`config.mk`:
```
export PLATFORM = sky130hd
export DESIGN_NAME = rfsw_slave
export DESIGN_NICKNAME = d
export VERILOG_FILES = /design/src/logic/rfsw_sync.v /design/src/logic/rfsw_slave.v
export VERILOG_INCLUDE_DIRS = /design/src /design/src/logic
export SDC_FILE = /design/constraint.sdc
export NUM_CORES = 1
export LEC_CHECK = 0
export BUFFER_PORTS_ARGS = -buffer_cell sky130_fd_sc_hd__buf_2
export CELL_PAD_IN_SITES_DETAIL_PLACEMENT = 1
export CELL_PAD_IN_SITES_GLOBAL_PLACEMENT = 2
export CORE_MARGIN = 10
export CORE_UTILIZATION = 35
export CTS_BUF_LIST = sky130_fd_sc_hd__clkbuf_16
export CTS_CLUSTER_DIAMETER = 40
export DETAILED_ROUTE_END_ITERATION = 7
export PLACE_DENSITY_LB_ADDON = 0.1
export SYNTH_ARGS = -nofsm -noshare
export SYNTH_HDL_FRONTEND = slang
export SYNTH_SLANG_ARGS = --single-unit
```
`constraint.sdc`:
```
create_clock -name clk -period 2.8 [get_ports clk]
set_clock_uncertainty 0.15 [all_clocks]
set_input_delay 0.7 -clock clk [delete_from_list [all_inputs] [get_ports clk]]
set_output_delay 0.7 -clock clk [all_outputs]
set_load 0.1 [all_outputs]
```
`src/logic/rfsw_defs.vh`:
```
// Constants for the control-bus slave of the six-throw antenna switch.
`ifndef RFSW_DEFS_VH
`define RFSW_DEFS_VH

// Register addresses.
`define RFSW_ADDR_SELECT 5'h00
`define RFSW_ADDR_STATUS 5'h1a
`define RFSW_ADDR_GROUP 5'h1b
`define RFSW_ADDR_TRIG 5'h1c
`define RFSW_ADDR_PRODUCT 5'h1d
`define RFSW_ADDR_MFR 5'h1e
`define RFSW_ADDR_MAN_UID 5'h1f

// Status field positions.
`define RFSW_ST_SOFT_RESET 7
`define RFSW_ST_CMD_PAR 6
`define RFSW_ST_LENGTH 5
`define RFSW_ST_ADDR_PAR 4
`define RFSW_ST_DATA_PAR 3
`define RFSW_ST_RD_BAD 2
`define RFSW_ST_WR_BAD 1
`define RFSW_ST_SHARED_RD 0

// Trigger register fields: masks in bits 5 to 3, triggers in bits 2 to 0.
`define RFSW_TRIG_MASK_LSB 3
`define RFSW_TRIG_MASK_MSB 5

// Reset values.
`define RFSW_SELECT_RESET 8'h00
`define RFSW_STATUS_RESET 7'h00
`define RFSW_GROUP_RESET 4'h0
`define RFSW_UID_RESET 4'hb
`define RFSW_TRIG_RESET 5'h00
`define RFSW_BROADCAST_ID 4'h0

// Sequence bit counts, counted in sampled falling edges and driven rising edges.
`define RFSW_CMD_LAST 5'd12
`define RFSW_WR_LAST 5'd21
`define RFSW_RD_FIRST 4'd1
`define RFSW_RD_PAR 4'd9
`define RFSW_RD_PARK 4'd10
`define RFSW_RD_END 4'd11

// Select codes in bits 6 to 0 of the select register.
`define RFSW_CODE_PORT1 7'h02
`define RFSW_CODE_PORT2 7'h0a
`define RFSW_CODE_PORT3 7'h0e
`define RFSW_CODE_PORT4 7'h0b
`define RFSW_CODE_PORT5 7'h01
`define RFSW_CODE_PORT6 7'h09

`endif

```
`src/logic/rfsw_sync.v`:
```
// Two-flop synchroniser for one pin input.
`timescale 1ns/100ps
`default_nettype none
module rfsw_sync (
  // Clock, reset and enable.
  input wire clk,
  input wire srst,
  input wire ce,
  // Asynchronous input and its synchronised copy.
  input wire pin_in,
  output reg pin_sync
);
  reg stage_one;

  // The first stage feeds only the second, so a metastable level never reaches logic.
  always @(posedge clk) begin
    if (srst) begin
      stage_one <= 1'b0;
      pin_sync <= 1'b0;
    end else if (ce) begin
      stage_one <= pin_in;
      pin_sync <= stage_one;
    end
  end
endmodule // rfsw_sync
`default_nettype wire

```
`src/logic/rfsw_slave.v`:
```
// Control-bus slave that decodes command sequences and drives the antenna switch ports.
`timescale 1ns/100ps
`default_nettype none
`include "rfsw_defs.vh"
module rfsw_slave #(
  // Identification values; both are arbitrary neutral values.
  parameter [7:0] PRODUCT_CODE = 8'h5a,
  parameter [1:0] MAKER_LOW_CODE = 2'h2
) (
  // Clock, reset and enable.
  input wire clk,
  input wire srst,
  input wire ce,
  // Serial bus pins.
  input wire sclk,
  input wire sdata_in,
  output reg sdata_out,
  output reg sdata_oe,
  // Switch path controls, one high at most.
  output reg rf_port_one,
  output reg rf_port_two,
  output reg rf_port_three,
  output reg rf_port_four,
  output reg rf_port_five,
  output reg rf_port_six
);
  localparam [1:0] ST_IDLE = 2'd0;
  localparam [1:0] ST_CMD = 2'd1;
  localparam [1:0] ST_READ = 2'd2;

  wire sclk_s;
  wire sdata_s;
  reg sclk_d;
  reg sdata_d;
  reg [1:0] state;
  reg [4:0] cnt;
  reg [3:0] rcnt;
  reg [21:0] rx;
  reg [4:0] addr_q;
  reg [8:0] tx;
  reg wr_stb;
  reg [4:0] wr_addr;
  reg [7:0] wr_data;
  reg [6:0] evt;
  reg rd_clr;
  reg [7:0] switch_select;
  reg [7:0] select_shadow;
  reg [6:0] bus_error_status;
  reg [3:0] group_id;
  reg [3:0] unique_id;
  reg [4:0] power_trigger_reg;

  // Both pins come from another clock domain.
  rfsw_sync u_sync_sclk (
    .clk(clk),
    .srst(srst),
    .ce(ce),
    .pin_in(sclk),
    .pin_sync(sclk_s)
  );
  rfsw_sync u_sync_sdata (
    .clk(clk),
    .srst(srst),
    .ce(ce),
    .pin_in(sdata_in),
    .pin_sync(sdata_s)
  );

  // Edge and start detection on the synchronised pins.
  wire sclk_rise = sclk_s & ~sclk_d;
  wire sclk_fall = ~sclk_s & sclk_d;
  wire ssc = sdata_s & ~sdata_d & ~sclk_s & ~sdata_oe;
  wire [21:0] nrx = {rx[20:0], sdata_s};

  // Command frame fields as seen when its parity bit arrives.
  wire [3:0] cmd_sa = nrx[12:9];
  wire cmd_c7 = nrx[8];
  wire [1:0] cmd_kind = nrx[7:6];
  wire [4:0] cmd_addr = nrx[5:1];
  wire cmd_par_ok = ^nrx[12:0];
  wire data_par_ok = ^nrx[8:0];
  wire uid_hit = (cmd_sa == unique_id);
  wire shared_hit = (cmd_sa == `RFSW_BROADCAST_ID) || (cmd_sa == group_id);
  wire [2:0] trig_masks = power_trigger_reg[`RFSW_TRIG_MASK_MSB - 3:`RFSW_TRIG_MASK_LSB - 3];

  // Addresses that hold a register.
  function implemented;
    input [4:0] a;
    begin
      implemented = (a == `RFSW_ADDR_SELECT) || (a >= `RFSW_ADDR_STATUS);
    end
  endfunction

  // Read data; the soft-reset bit and trigger bits always read as zero.
  function [7:0] read_byte;
    input [4:0] a;
    begin
      if (a == `RFSW_ADDR_SELECT) begin
        read_byte = switch_select;
      end else if (a == `RFSW_ADDR_STATUS) begin
        read_byte = {1'b0, bus_error_status};
      end else if (a == `RFSW_ADDR_GROUP) begin
        read_byte = {4'h0, group_id};
      end else if (a == `RFSW_ADDR_TRIG) begin
        read_byte = {power_trigger_reg, 3'h0};
      end else if (a == `RFSW_ADDR_PRODUCT) begin
        read_byte = PRODUCT_CODE;
      end else if (a == `RFSW_ADDR_MFR) begin
        read_byte = {PRODUCT_CODE[3:0], PRODUCT_CODE[7:4]};
      end else begin
        read_byte = {2'h0, MAKER_LOW_CODE, unique_id};
      end
    end
  endfunction

  wire [7:0] rd_byte = read_byte(cmd_addr);

  // Sequence decoder; a start inside a command or write frame restarts it and flags a length error.
  always @(posedge clk) begin
    if (srst) begin
      sclk_d <= 1'b0;
      sdata_d <= 1'b0;
      state <= ST_IDLE;
      cnt <= 5'd0;
      rcnt <= 4'd0;
      rx <= 22'h000000;
      addr_q <= 5'h00;
      tx <= 9'h000;
      wr_stb <= 1'b0;
      wr_addr <= 5'h00;
      wr_data <= 8'h00;
      evt <= 7'h00;
      rd_clr <= 1'b0;
      sdata_out <= 1'b0;
      sdata_oe <= 1'b0;
    end else if (ce) begin
      sclk_d <= sclk_s;
      sdata_d <= sdata_s;
      wr_stb <= 1'b0;
      evt <= 7'h00;
      rd_clr <= 1'b0;
      if (ssc) begin
        if (state == ST_CMD) begin
          evt[`RFSW_ST_LENGTH] <= 1'b1;
        end
        state <= ST_CMD;
        cnt <= 5'd0;
      end else begin
        case (state)
          ST_CMD: begin
            if (sclk_fall) begin
              rx <= nrx;
              cnt <= cnt + 5'd1;
              if (cnt == `RFSW_CMD_LAST) begin
                state <= ST_IDLE;
                if (!cmd_par_ok) begin
                  evt[`RFSW_ST_CMD_PAR] <= 1'b1;
                  evt[`RFSW_ST_ADDR_PAR] <= ~cmd_c7;
                end else if (!(uid_hit || shared_hit)) begin
                  state <= ST_IDLE;
                end else if (cmd_c7) begin
                  wr_stb <= 1'b1;
                  wr_addr <= `RFSW_ADDR_SELECT;
                  wr_data <= {1'b0, nrx[7:1]};
                end else if (cmd_kind == 2'b10) begin
                  addr_q <= cmd_addr;
                  state <= ST_CMD;
                end else if (cmd_kind == 2'b11) begin
                  if (!uid_hit) begin
                    evt[`RFSW_ST_SHARED_RD] <= 1'b1;
                  end else if (!implemented(cmd_addr)) begin
                    evt[`RFSW_ST_RD_BAD] <= 1'b1;
                  end else begin
                    tx <= {rd_byte, ~^rd_byte};
                    rd_clr <= (cmd_addr == `RFSW_ADDR_STATUS);
                    rcnt <= 4'd0;
                    state <= ST_READ;
                  end
                end
              end else if (cnt == `RFSW_WR_LAST) begin
                state <= ST_IDLE;
                if (!data_par_ok) begin
                  evt[`RFSW_ST_DATA_PAR] <= 1'b1;
                end else if (!implemented(addr_q)) begin
                  evt[`RFSW_ST_WR_BAD] <= 1'b1;
                end else begin
                  wr_stb <= 1'b1;
                  wr_addr <= addr_q;
                  wr_data <= nrx[8:1];
                end
              end
            end
          end
          ST_READ: begin
            // The first rising edge is the master's park cycle, then nine bits, then our park.
            if (sclk_rise) begin
              rcnt <= rcnt + 4'd1;
              if (rcnt >= `RFSW_RD_FIRST && rcnt <= `RFSW_RD_PAR) begin
                sdata_oe <= 1'b1;
                sdata_out <= tx[8];
                tx <= {tx[7:0], 1'b0};
              end else if (rcnt == `RFSW_RD_PARK) begin
                sdata_out <= 1'b0;
              end
            end else if (sclk_fall && rcnt == `RFSW_RD_END) begin
              sdata_oe <= 1'b0;
              state <= ST_IDLE;
            end
          end
          default: begin
            state <= ST_IDLE;
          end
        endcase
      end
    end
  end

  // Register file; a fired trigger and a direct write both land in the same cycle as the write.
  wire soft_reset = wr_stb && (wr_addr == `RFSW_ADDR_STATUS) && wr_data[`RFSW_ST_SOFT_RESET];
  wire all_masked = &trig_masks;
  wire trig_fire = wr_stb && (wr_addr == `RFSW_ADDR_TRIG) &&
    |(wr_data[2:0] & ~wr_data[`RFSW_TRIG_MASK_MSB:`RFSW_TRIG_MASK_LSB]);
  always @(posedge clk) begin
    if (srst) begin
      switch_select <= `RFSW_SELECT_RESET;
      select_shadow <= `RFSW_SELECT_RESET;
      bus_error_status <= `RFSW_STATUS_RESET;
      group_id <= `RFSW_GROUP_RESET;
      unique_id <= `RFSW_UID_RESET;
      power_trigger_reg <= `RFSW_TRIG_RESET;
    end else if (ce) begin
      if (soft_reset) begin
        switch_select <= `RFSW_SELECT_RESET;
        select_shadow <= `RFSW_SELECT_RESET;
        bus_error_status <= `RFSW_STATUS_RESET;
      end else begin
        // A flag raised in the cycle of a clearing read survives it.
        if (rd_clr) begin
          bus_error_status <= evt;
        end else begin
          bus_error_status <= bus_error_status | evt;
        end
        if (wr_stb && wr_addr == `RFSW_ADDR_SELECT) begin
          if (all_masked) begin
            switch_select <= wr_data;
          end else begin
            select_shadow <= wr_data;
          end
        end else if (trig_fire) begin
          switch_select <= select_shadow;
        end
      end
      if (wr_stb && wr_addr == `RFSW_ADDR_GROUP) begin
        group_id <= wr_data[3:0];
      end
      if (wr_stb && wr_addr == `RFSW_ADDR_TRIG) begin
        power_trigger_reg <= wr_data[7:3];
      end
      if (wr_stb && wr_addr == `RFSW_ADDR_MAN_UID) begin
        unique_id <= wr_data[3:0];
      end
    end
  end

  // Port decode ignores bit 7; anything unlisted isolates all paths.
  always @(posedge clk) begin
    if (srst) begin
      {rf_port_one, rf_port_two, rf_port_three, rf_port_four, rf_port_five, rf_port_six} <= 6'h00;
    end else if (ce) begin
      case (switch_select[6:0])
        `RFSW_CODE_PORT1: {rf_port_one, rf_port_two, rf_port_three, rf_port_four, rf_port_five, rf_port_six} <= 6'h20;
        `RFSW_CODE_PORT2: {rf_port_one, rf_port_two, rf_port_three, rf_port_four, rf_port_five, rf_port_six} <= 6'h10;
        `RFSW_CODE_PORT3: {rf_port_one, rf_port_two, rf_port_three, rf_port_four, rf_port_five, rf_port_six} <= 6'h08;
        `RFSW_CODE_PORT4: {rf_port_one, rf_port_two, rf_port_three, rf_port_four, rf_port_five, rf_port_six} <= 6'h04;
        `RFSW_CODE_PORT5: {rf_port_one, rf_port_two, rf_port_three, rf_port_four, rf_port_five, rf_port_six} <= 6'h02;
        `RFSW_CODE_PORT6: {rf_port_one, rf_port_two, rf_port_three, rf_port_four, rf_port_five, rf_port_six} <= 6'h01;
        default: {rf_port_one, rf_port_two, rf_port_three, rf_port_four, rf_port_five, rf_port_six} <= 6'h00;
      endcase
    end
  end
endmodule // rfsw_slave
`default_nettype wire

```
# ---- Yosys cells after proc, flatten, opt, wreduce, memory -nomap -nowiden
# Cells that the tools add are included.
dict set report op_classes {
  n_mux 135
  shifts 0
  addsub 2
  multipliers 0
  div 0
  bitwise 14
  n_eq_ne 46
  n_reduce_logical 46
  n_lt_le_gt_ge 4
}
# op n
set ops {}
lappend ops {{8-bit two-way mux} 20}
lappend ops {{9-bit two-way mux} 11}
lappend ops {{5-bit two-way mux} 13}
lappend ops {{1-bit two-way mux} 63}
lappend ops {{5-bit equality test, second input constant} 10}
lappend ops {{4-bit two-way mux} 10}
lappend ops {{7-bit by 4-bit equality test with 1-bit output, second input constant} 4}
lappend ops {{2-bit two-way mux} 13}
lappend ops {{2-bit != test, second input constant} 10}
lappend ops {{9-bit one-hot mux with 2 select lines} 1}
lappend ops {{2-bit nonzero test} 9}
lappend ops {{5-bit zero test} 3}
lappend ops {{5-bit AND reduction} 3}
lappend ops {{7-bit two-way mux} 2}
lappend ops {{14-bit AND reduction} 1}
lappend ops {{13-bit AND reduction} 1}
lappend ops {{13-bit parity} 1}
lappend ops {{2-bit by 1-bit != test with 1-bit output, second input constant} 6}
lappend ops {{3-bit != test, second input constant} 4}
lappend ops {{3-bit AND reduction} 4}
lappend ops {{5-bit >= comparator, second input constant} 2}
lappend ops {{10-bit AND reduction} 1}
lappend ops {{1-bit logical AND} 9}
lappend ops {{9-bit AND reduction} 1}
lappend ops {{27 further kinds} 45}
dict set report word_totals {
  ram_bits 0
  wordCells 278
  latchBits 0
  romBits 0
  ff_bits 109
  n_memories 0
}

# ---- Depth between registers and ports, before layout
# Gate-level depths: netlist of run 1.
dict set report depth {
  word_depth 18
  depth_mapped 12
  mapped_depth_nobuf 9
}

# ---- Cells and area by module
# From an unflattened synthesis of run 1, not the netlist that was laid out.
dict set report unflattened {
  cells_unflattened 653
  area_unflattened_um2 5346.4
}
# module instances area_each_um2 cells_per_inst
set by_module_without_submodules {}
lappend by_module_without_submodules {rfsw_slave 1 5211.2 641}
lappend by_module_without_submodules {rfsw_sync 2 67.6 6}

# ---- Least setup slack after synthesis of run 1
# Ideal clock, no wire load.
dict set report synth_path {
  path_kind {register -> register}
  start {reg sdata_oe}
  end {reg wr_data[3]}
  required_time_ns 2.522
  path_stages_with_launch 9
  arrival_ns 2.450
  setup_ns 0.128
  path_buffers 2
  path_slack_ns 0.072
  period_less_slack_ns 2.728
  path_cell_list {dfxtp_1 nor4b_2 nor3b_2 and3_1 a32o_2 buf_6 buf_6 mux2i_1 nor2_1}
}
dict set report synth_between {
  elab_chain_cells 4
}
# item line_no
set synth_rtl {}
lappend synth_rtl {{from (decl)} rfsw_slave.v:18} ;# output reg sdata_oe,
lappend synth_rtl {{from (signal assigned)} rfsw_slave.v:135} ;# sdata_oe <= 1'b0;
lappend synth_rtl {{from (signal assigned)} rfsw_slave.v:199} ;# sdata_oe <= 1'b1;
lappend synth_rtl {{from (signal assigned)} rfsw_slave.v:206} ;# sdata_oe <= 1'b0;
lappend synth_rtl {{1-bit NOT} rfsw_slave.v:72} ;# wire ssc = sdata_s & ~sdata_d & ~sclk_s & ~sdata_oe;
lappend synth_rtl {{1-bit bitwise AND} rfsw_slave.v:72}
lappend synth_rtl {{1-bit NOT (no source line)} --}
lappend synth_rtl {{10-bit AND reduction (no source line)} --}
lappend synth_rtl {{to (signal assigned)} rfsw_slave.v:164} ;# wr_data <= {1'b0, nrx[7:1]};
lappend synth_rtl {{to (signal assigned)} rfsw_slave.v:189} ;# wr_data <= nrx[8:1];
lappend synth_rtl {{to (decl)} rfsw_slave.v:43} ;# reg [7:0] wr_data;
# Every way passes these cells.
# A chain may end at the register's enable or synchronous reset.

# ---- Worst setup path in the final report of run 1
dict set report layout_path {
  start {reg rx[2]}
  end {reg wr_addr[4]}
}
dict set report layout_between {
  elab_chain_cells 3
}
# item line_no
set layout_rtl {}
lappend layout_rtl {{from (decl)} rfsw_slave.v:38} ;# reg [21:0] rx;
lappend layout_rtl {{from (signal assigned)} rfsw_slave.v:152} ;# rx <= nrx;
lappend layout_rtl {{13-bit parity / 9-bit parity (equally long branches)} {rfsw_slave.v:80, rfsw_slave.v:81}}
lappend layout_rtl {{2-bit != test (no source line) / 2-bit nonzero test (equally long branches)} --}
lappend layout_rtl {{10-bit AND reduction (no source line) (*)} --}
lappend layout_rtl {{to (signal assigned)} rfsw_slave.v:163} ;# wr_addr <= `RFSW_ADDR_SELECT;
lappend layout_rtl {{to (signal assigned)} rfsw_slave.v:188} ;# wr_addr <= addr_q;
lappend layout_rtl {{to (decl)} rfsw_slave.v:42} ;# reg [4:0] wr_addr;
# Mark *: on every way between the ends. The rest lies on a longest branch, timed or not.

==> impl_metrics.ini, run 1 <==
[setup_path]
worstSetupEndpointType = flip-flop
worstPathRequired_ns = 2.94
r2r-end = wr_addr[4]
rrSetupSlack_ns = 0.11
startpoint_type = flip-flop
crit_type = flip-flop to flip-flop
arrival_ns = 2.83
reg2reg_from = rx[2]
r2r_cells = 10
critPathMaxFanout = 19

[route]
remaining_drc_errors = 0
drt_wl_total_microns = 15900
dr.pass1.iters = 4
viasPerCell = 5.31
dr_total_vias = 4736
drtIter0Drc = 156
drtAntennaViolNets = 0
routedWlPerCell_microns = 17.8

[cts]
cts_made_buffers = 9
cts_resized = 0
htreeDepth = 3
numClockSinks = 109
holdBufCountCts = 0
post_cts_buffers = 0
clock_path_buffers = 2
clkTransAtPathRegs_ns = 0.07
cts_root_buf = clkbuf_16
insertion_delay_ns = 0.35
cts_tree = done

[floorplanning]
ios = 13
die_h_microns = 146
core_area_sq_um = 15300
die_area_sq_um = 21200
dieWidth_microns = 146
start_util = 0.361
num_rows = 45

[grt]
grt_pass1_wl_microns = 25900
grt_usage = 0.149
grt_overflow_total = 0
antenna_found_initial = 0
grt_pass1_vias = 4731
grt_max_degree = 55

[yosys]
synthMuxAreaShare = 0.0747
yosysTopAreaCell = dfxtp_1
synth_top_family_by_area = simple AND/OR/NAND/NOR gates
post_synth.cell_area_avg_sq_um = 8.37
yosysMostFrequentCell = dfxtp_1
yosysWarnings = 0
syn_nets = 676
synth_edf_count = 0
synth_cell_types = 74
ys.flop_type = dfxtp_1
ys_seq_area_frac = 0.395
yosysTopAreaCellShare = 0.395
synthSimpleGateAreaFrac = 0.237
synth_seq_cells = 109
synth_compound_area_frac = 0.175
synthXorXnorAreaFrac = 0.0408
syn_inst = 660
synth-adder-area-share = 0.0249
async_reset_ff_frac = 0
netlist_top_cells_count = dfxtp_1, nor2_1, a21oi_1, nand2_1, mux2i_1
yosys-top-cells-area = dfxtp_1, mux2i_1, a21oi_1, nor2_1, nand2_1
post_synth_instance_area_sq_um = 5530

[layout]
reg.largest.list = rx (12), tx (9)
diodes = 0
instances_no_fill = 892
nets = 692
largest_reg_flops = 12
syn_to_final_growth_pct = 14.0
top_register = rx
final_util = 0.411
drive_gt1_frac = 0.129

[min_path]
hold-path-endpoint = select_shadow[0]
whs_path_depth = 2
min-delay-start = select_shadow[0]
holdCritPathClass = flip-flop to flip-flop

[power_and_ir_drop]
peakVddDrop_mv = 0.260
p_leak_nw = 2.30
p_per_area_nw_per_um2 = 478
power.total_w = 0.00301

[run]
max_cap_viol_count = 0

[placed_design]
dp_slack_ns = 0.0165
port_buffers = 12
dp_cells = 876
place_congestion = 0.795
place_hpwl_microns = 11800

[sta]
max_freq_mhz = 372
maxSlewViolCount = 0
report.final.setup_viol = 0
tns_ns = 0
timing.final.ws_setup_ns = 0.109
max_slew_margin = 0.248
worstMarginPinSlew_ns = 1.12
hold_violations = 0
post-route-period-util = 0.961
period_needed_ns = 2.69

[run_status]
outcome = finished clean
-- cell type report --
class                      instances  area, sq um
timing repair buffer              49          365
fill                            1827         9010
inverter                          22         82.6
tap                              211          264
sequential                       109         2180
clock inverter                     7         88.8
clock buffer                       9          225
multi-input combinational        485         3090
-- logic make-up (layout without fill, tap and decap cells) --
| group | count (synthesis) | after routing |
|---|---|---|
| mux | 41 | 41 |
| buf+inv | 66 | 87 |
| xor+xnor | 20 | 20 |
| fa+ha+maj | 11 | 11 |
| flops | 109 | 109 |
| compound gates | 146 | 146 |
| simple gates | 267 | 267 |
-- worst max-delay path by stage --
| stage | start | to |
|---|---|---|
| final | rx[2] | wr_addr[4] |
| after global routing | rx[2] | wr_addr[0] |
| after detailed placement | rx[5] | addr_q[2] |
| after floorplan | sdata_oe | wr_data[3] |
| after CTS | rx[5] | addr_q[2] |
| after global placement | rx[5] | addr_q[1] |
-- layer usage --
metal,vias to the layer above,wire [microns],GRT usage
met5,-,0,0
met4,0,250,0.0506
met3,16,277,0.0199
met2,38,7230,0.229
met1,2336,8090,0.209
li1,2346,-,-
-- cell usage in the layout, fill, tap and decap left out, drive strengths merged, types with 4 or more instances in the layout --
cell type,Yosys,layout
dfxtp,109,109
nor2,92,92
a21oi,71,71
nand2,63,63
buf,15,49
mux2i,39,39
nand3,22,22
inv,21,22
nor3,20,20
o21ai,15,15
a22oi,11,11
ha,11,11
xnor2,11,11
nor2b,9,9
clkbuf,29,9
or2,8,8
a211oi,8,8
nand4,7,7
nand2b,6,6
a31oi,6,6
xor2,6,6
and2,6,6
and3b,5,5
nand3b,4,4
o211ai,4,4
clkinv,1,4
or4,4,4
-- power breakdown --
part           total [W]  internal (W)  switching, W  leakage, nW
clock            0.00138      0.000780      0.000596        0.151
sequential       0.00156       0.00155    0.00000481        0.878
combinational  0.0000790     0.0000227     0.0000563         1.27
-- critical path, cell delays in order, from the launching register on --
cell	delay [ns]
dfxtp_1	0.34
inv_1	0.11
ha_4	0.30
xnor2_2	0.11
xnor3_2	0.43
xnor2_4	0.19
and3_1	0.19
a32o_2	0.30
buf_12	0.16
or2_0	0.20
a21oi_1	0.13
-- per-stage QoR --
stage / hold slack [ns] / instance area (sq um)
floorplan: 0.282 / 5530
detailed placement: 0.298 / 5950
global placement: 0.291 / 5950
global route: 0.329 / 6300
finish: 0.306 / 6300
CTS: 0.308 / 6260
Power figures use the tool's default switching activity.
==> inputs of run 2 (changes only) <==
- REMOVE_ABC_BUFFERS: not set -> 1
==> run 2 against run 1 <==
  * Global-route usage increased by 0.087 points
  * Count of clock-buffer cells in the layout is the same
  * Hold slack gained 0.0014 ns
  * Highest routed layer unchanged
  * Critical path depth unchanged
  * Combinational power is 5.9% higher
  * Sequential cell count is the same
==> impl_metrics.ini, run 2 (same netlist as run 1, synthesis figures left out) <==
[run_status]
outcome = finished clean

[setup_path]
worst-path-buf-inv = 2
arrival_ns = 2.70
cp_slowest_cell = xnor3_2
reg2reg_from = rx[5]
crit_type = flip-flop to flip-flop
critical_path.top_delay_family = XOR/XNOR gates
cp-startpoint = rx[5]
critPathMaxFanout = 5
startpoint_type = flip-flop
worstSetupEndpointType = flip-flop
crit_path_max_incr_delay_ns = 0.42
worstPathCellList = inv_1, ha_4, xnor2_2, xnor3_2, xnor2_4, and3_4, a32o_2, clkbuf_16, mux2i_1, nor2_1
worstPathRequired_ns = 2.87

[power_and_ir_drop]
switching_share = 0.225
pwr-share-seq = 0.532
p_leak_nw = 2.30
intPower_w = 0.00227
switchingPower_w = 0.000658
power.total_w = 0.00293
clock_power_share = 0.440
p_per_area_nw_per_um2 = 461
combPwrFrac = 0.029
peakVddDrop_mv = 0.310

[placed_design]
place_hpwl_microns = 11500
dp_slack_ns = -0.0211
dp_cells = 874
port_buffers = 12
place_congestion = 0.779

[cts]
holdBufCountCts = 0
numClockSinks = 109
insertion_delay_ns = 0.35
htreeDepth = 3
cts_tree = done
clkTransAtPathRegs_ns = 0.07
cts_root_buf = clkbuf_16
cts_made_buffers = 9
clock_path_buffers = 2

[layout]
mostFrequentLayoutCell = dfxtp_1
diodes = 0
instances_no_fill = 894
reg.largest.list = rx (12), tx (9)
final_cell_mix = dfxtp_1, nor2_1, a21oi_1
drive_gt1_frac = 0.139
largest_reg_flops = 12
top_register = rx
final_util = 0.415
nets = 694
syn_to_final_growth_pct = 14.9

[grt]
antenna_found_initial = 0
grt_max_degree = 63
grt_overflow_total = 0
grt_pass1_vias = 4811
grt_pass1_wl_microns = 26300
grt_usage = 0.150

[route]
drtIter0Drc = 192
dr.pass1.iters = 4
routedWlPerCell_microns = 17.6
remaining_drc_errors = 0
drt_wl_total_microns = 15800
drtAntennaViolNets = 0
dr_total_vias = 4705
viasPerCell = 5.26

[sta]
timing.final.ws_setup_ns = 0.163
worstMarginPinSlew_ns = 0.713
max_freq_mhz = 379
tns_ns = 0
hold_violations = 0
maxSlewViolCount = 0
max_slew_margin = 0.524
post-route-period-util = 0.942
period_needed_ns = 2.64
report.final.setup_viol = 0
rsz0062_at_grt = false

[floorplanning]
dieWidth_microns = 146
die_area_sq_um = 21200
num_rows = 45
start_util = 0.361
ios = 13
die_h_microns = 146
core_area_sq_um = 15300

[run]
max_cap_viol_count = 0

[min_path]
min-delay-start = rf_port_three
holdCritPathClass = flip-flop to flip-flop
run 2: final timing paths:
check                                endpoint  slack (ns)  cells past startpoint
worst max register to register     wr_data[0]        0.16                     10
worst min-delay path            rf_port_three        0.31                      2
worst min register to register  rf_port_three        0.31                      2
worst max-delay path               wr_data[0]        0.16                     10
run 2: layout make-up:
| type | count | area, sq um |
|---|---|---|
| well taps | 211 | 264 |
| clock inverters | 7 | 65.1 |
| repair buffers | 51 | 415 |
| fillers | 1833 | 8970 |
| clock buffers | 9 | 225 |
| inverters | 22 | 82.6 |
| multi-input cells | 485 | 3110 |
| flip-flops and latches | 109 | 2180 |
run 2: worst min-delay path, delay by kind of cell (launching register included):
kind,cells,cell delay [ns]
compound gates,1,0.05
flops,1,0.31
simple gates,1,0.06
run 2: stage by stage:
| stage | cell area (sq um) | hold slack, ns |
|---|---|---|
| finish | 6350 | 0.307 |
| global route | 6350 | 0.331 |
| CTS | 6220 | 0.311 |
| detailed placement | 5930 | 0.301 |
| global placement | 5930 | 0.291 |
| floorplan | 5320 | 0.275 |
run 2: what timing repair did:
| action | CTS | global route |
|---|---|---|
| resized for setup | 1 | 8 |
| gates cloned | 0 | 2 |
| endpoints found under the setup margin | 7 | 31 |
| pin swaps | 1 | 4 |
| setup buffers | 0 | 2 |
run 2: routing by layer:
metal	vias to the layer above	track usage	part of all wire	wire, microns
met3	11	0.0332	0.024	379
met4	0	0.0334	0.011	174
met1	2298	0.203	0.51	8000
met5	-	0	0	0
li1	2362	-	-	-
met2	34	0.236	0.46	7210
run 2: power groups by stage:
stage / sequential (W) / clock (W) / combinational [W]
after global routing: 0.00156 / 0.00141 / 0.0000928
final: 0.00156 / 0.00129 / 0.0000837
after CTS: 0.00156 / 0.00133 / 0.0000831
after detailed placement: 0.00159 / 0 / 0.0000828
after global placement: 0.00159 / 0 / 0.0000811
after floorplan: 0.00159 / 0 / 0.0000249
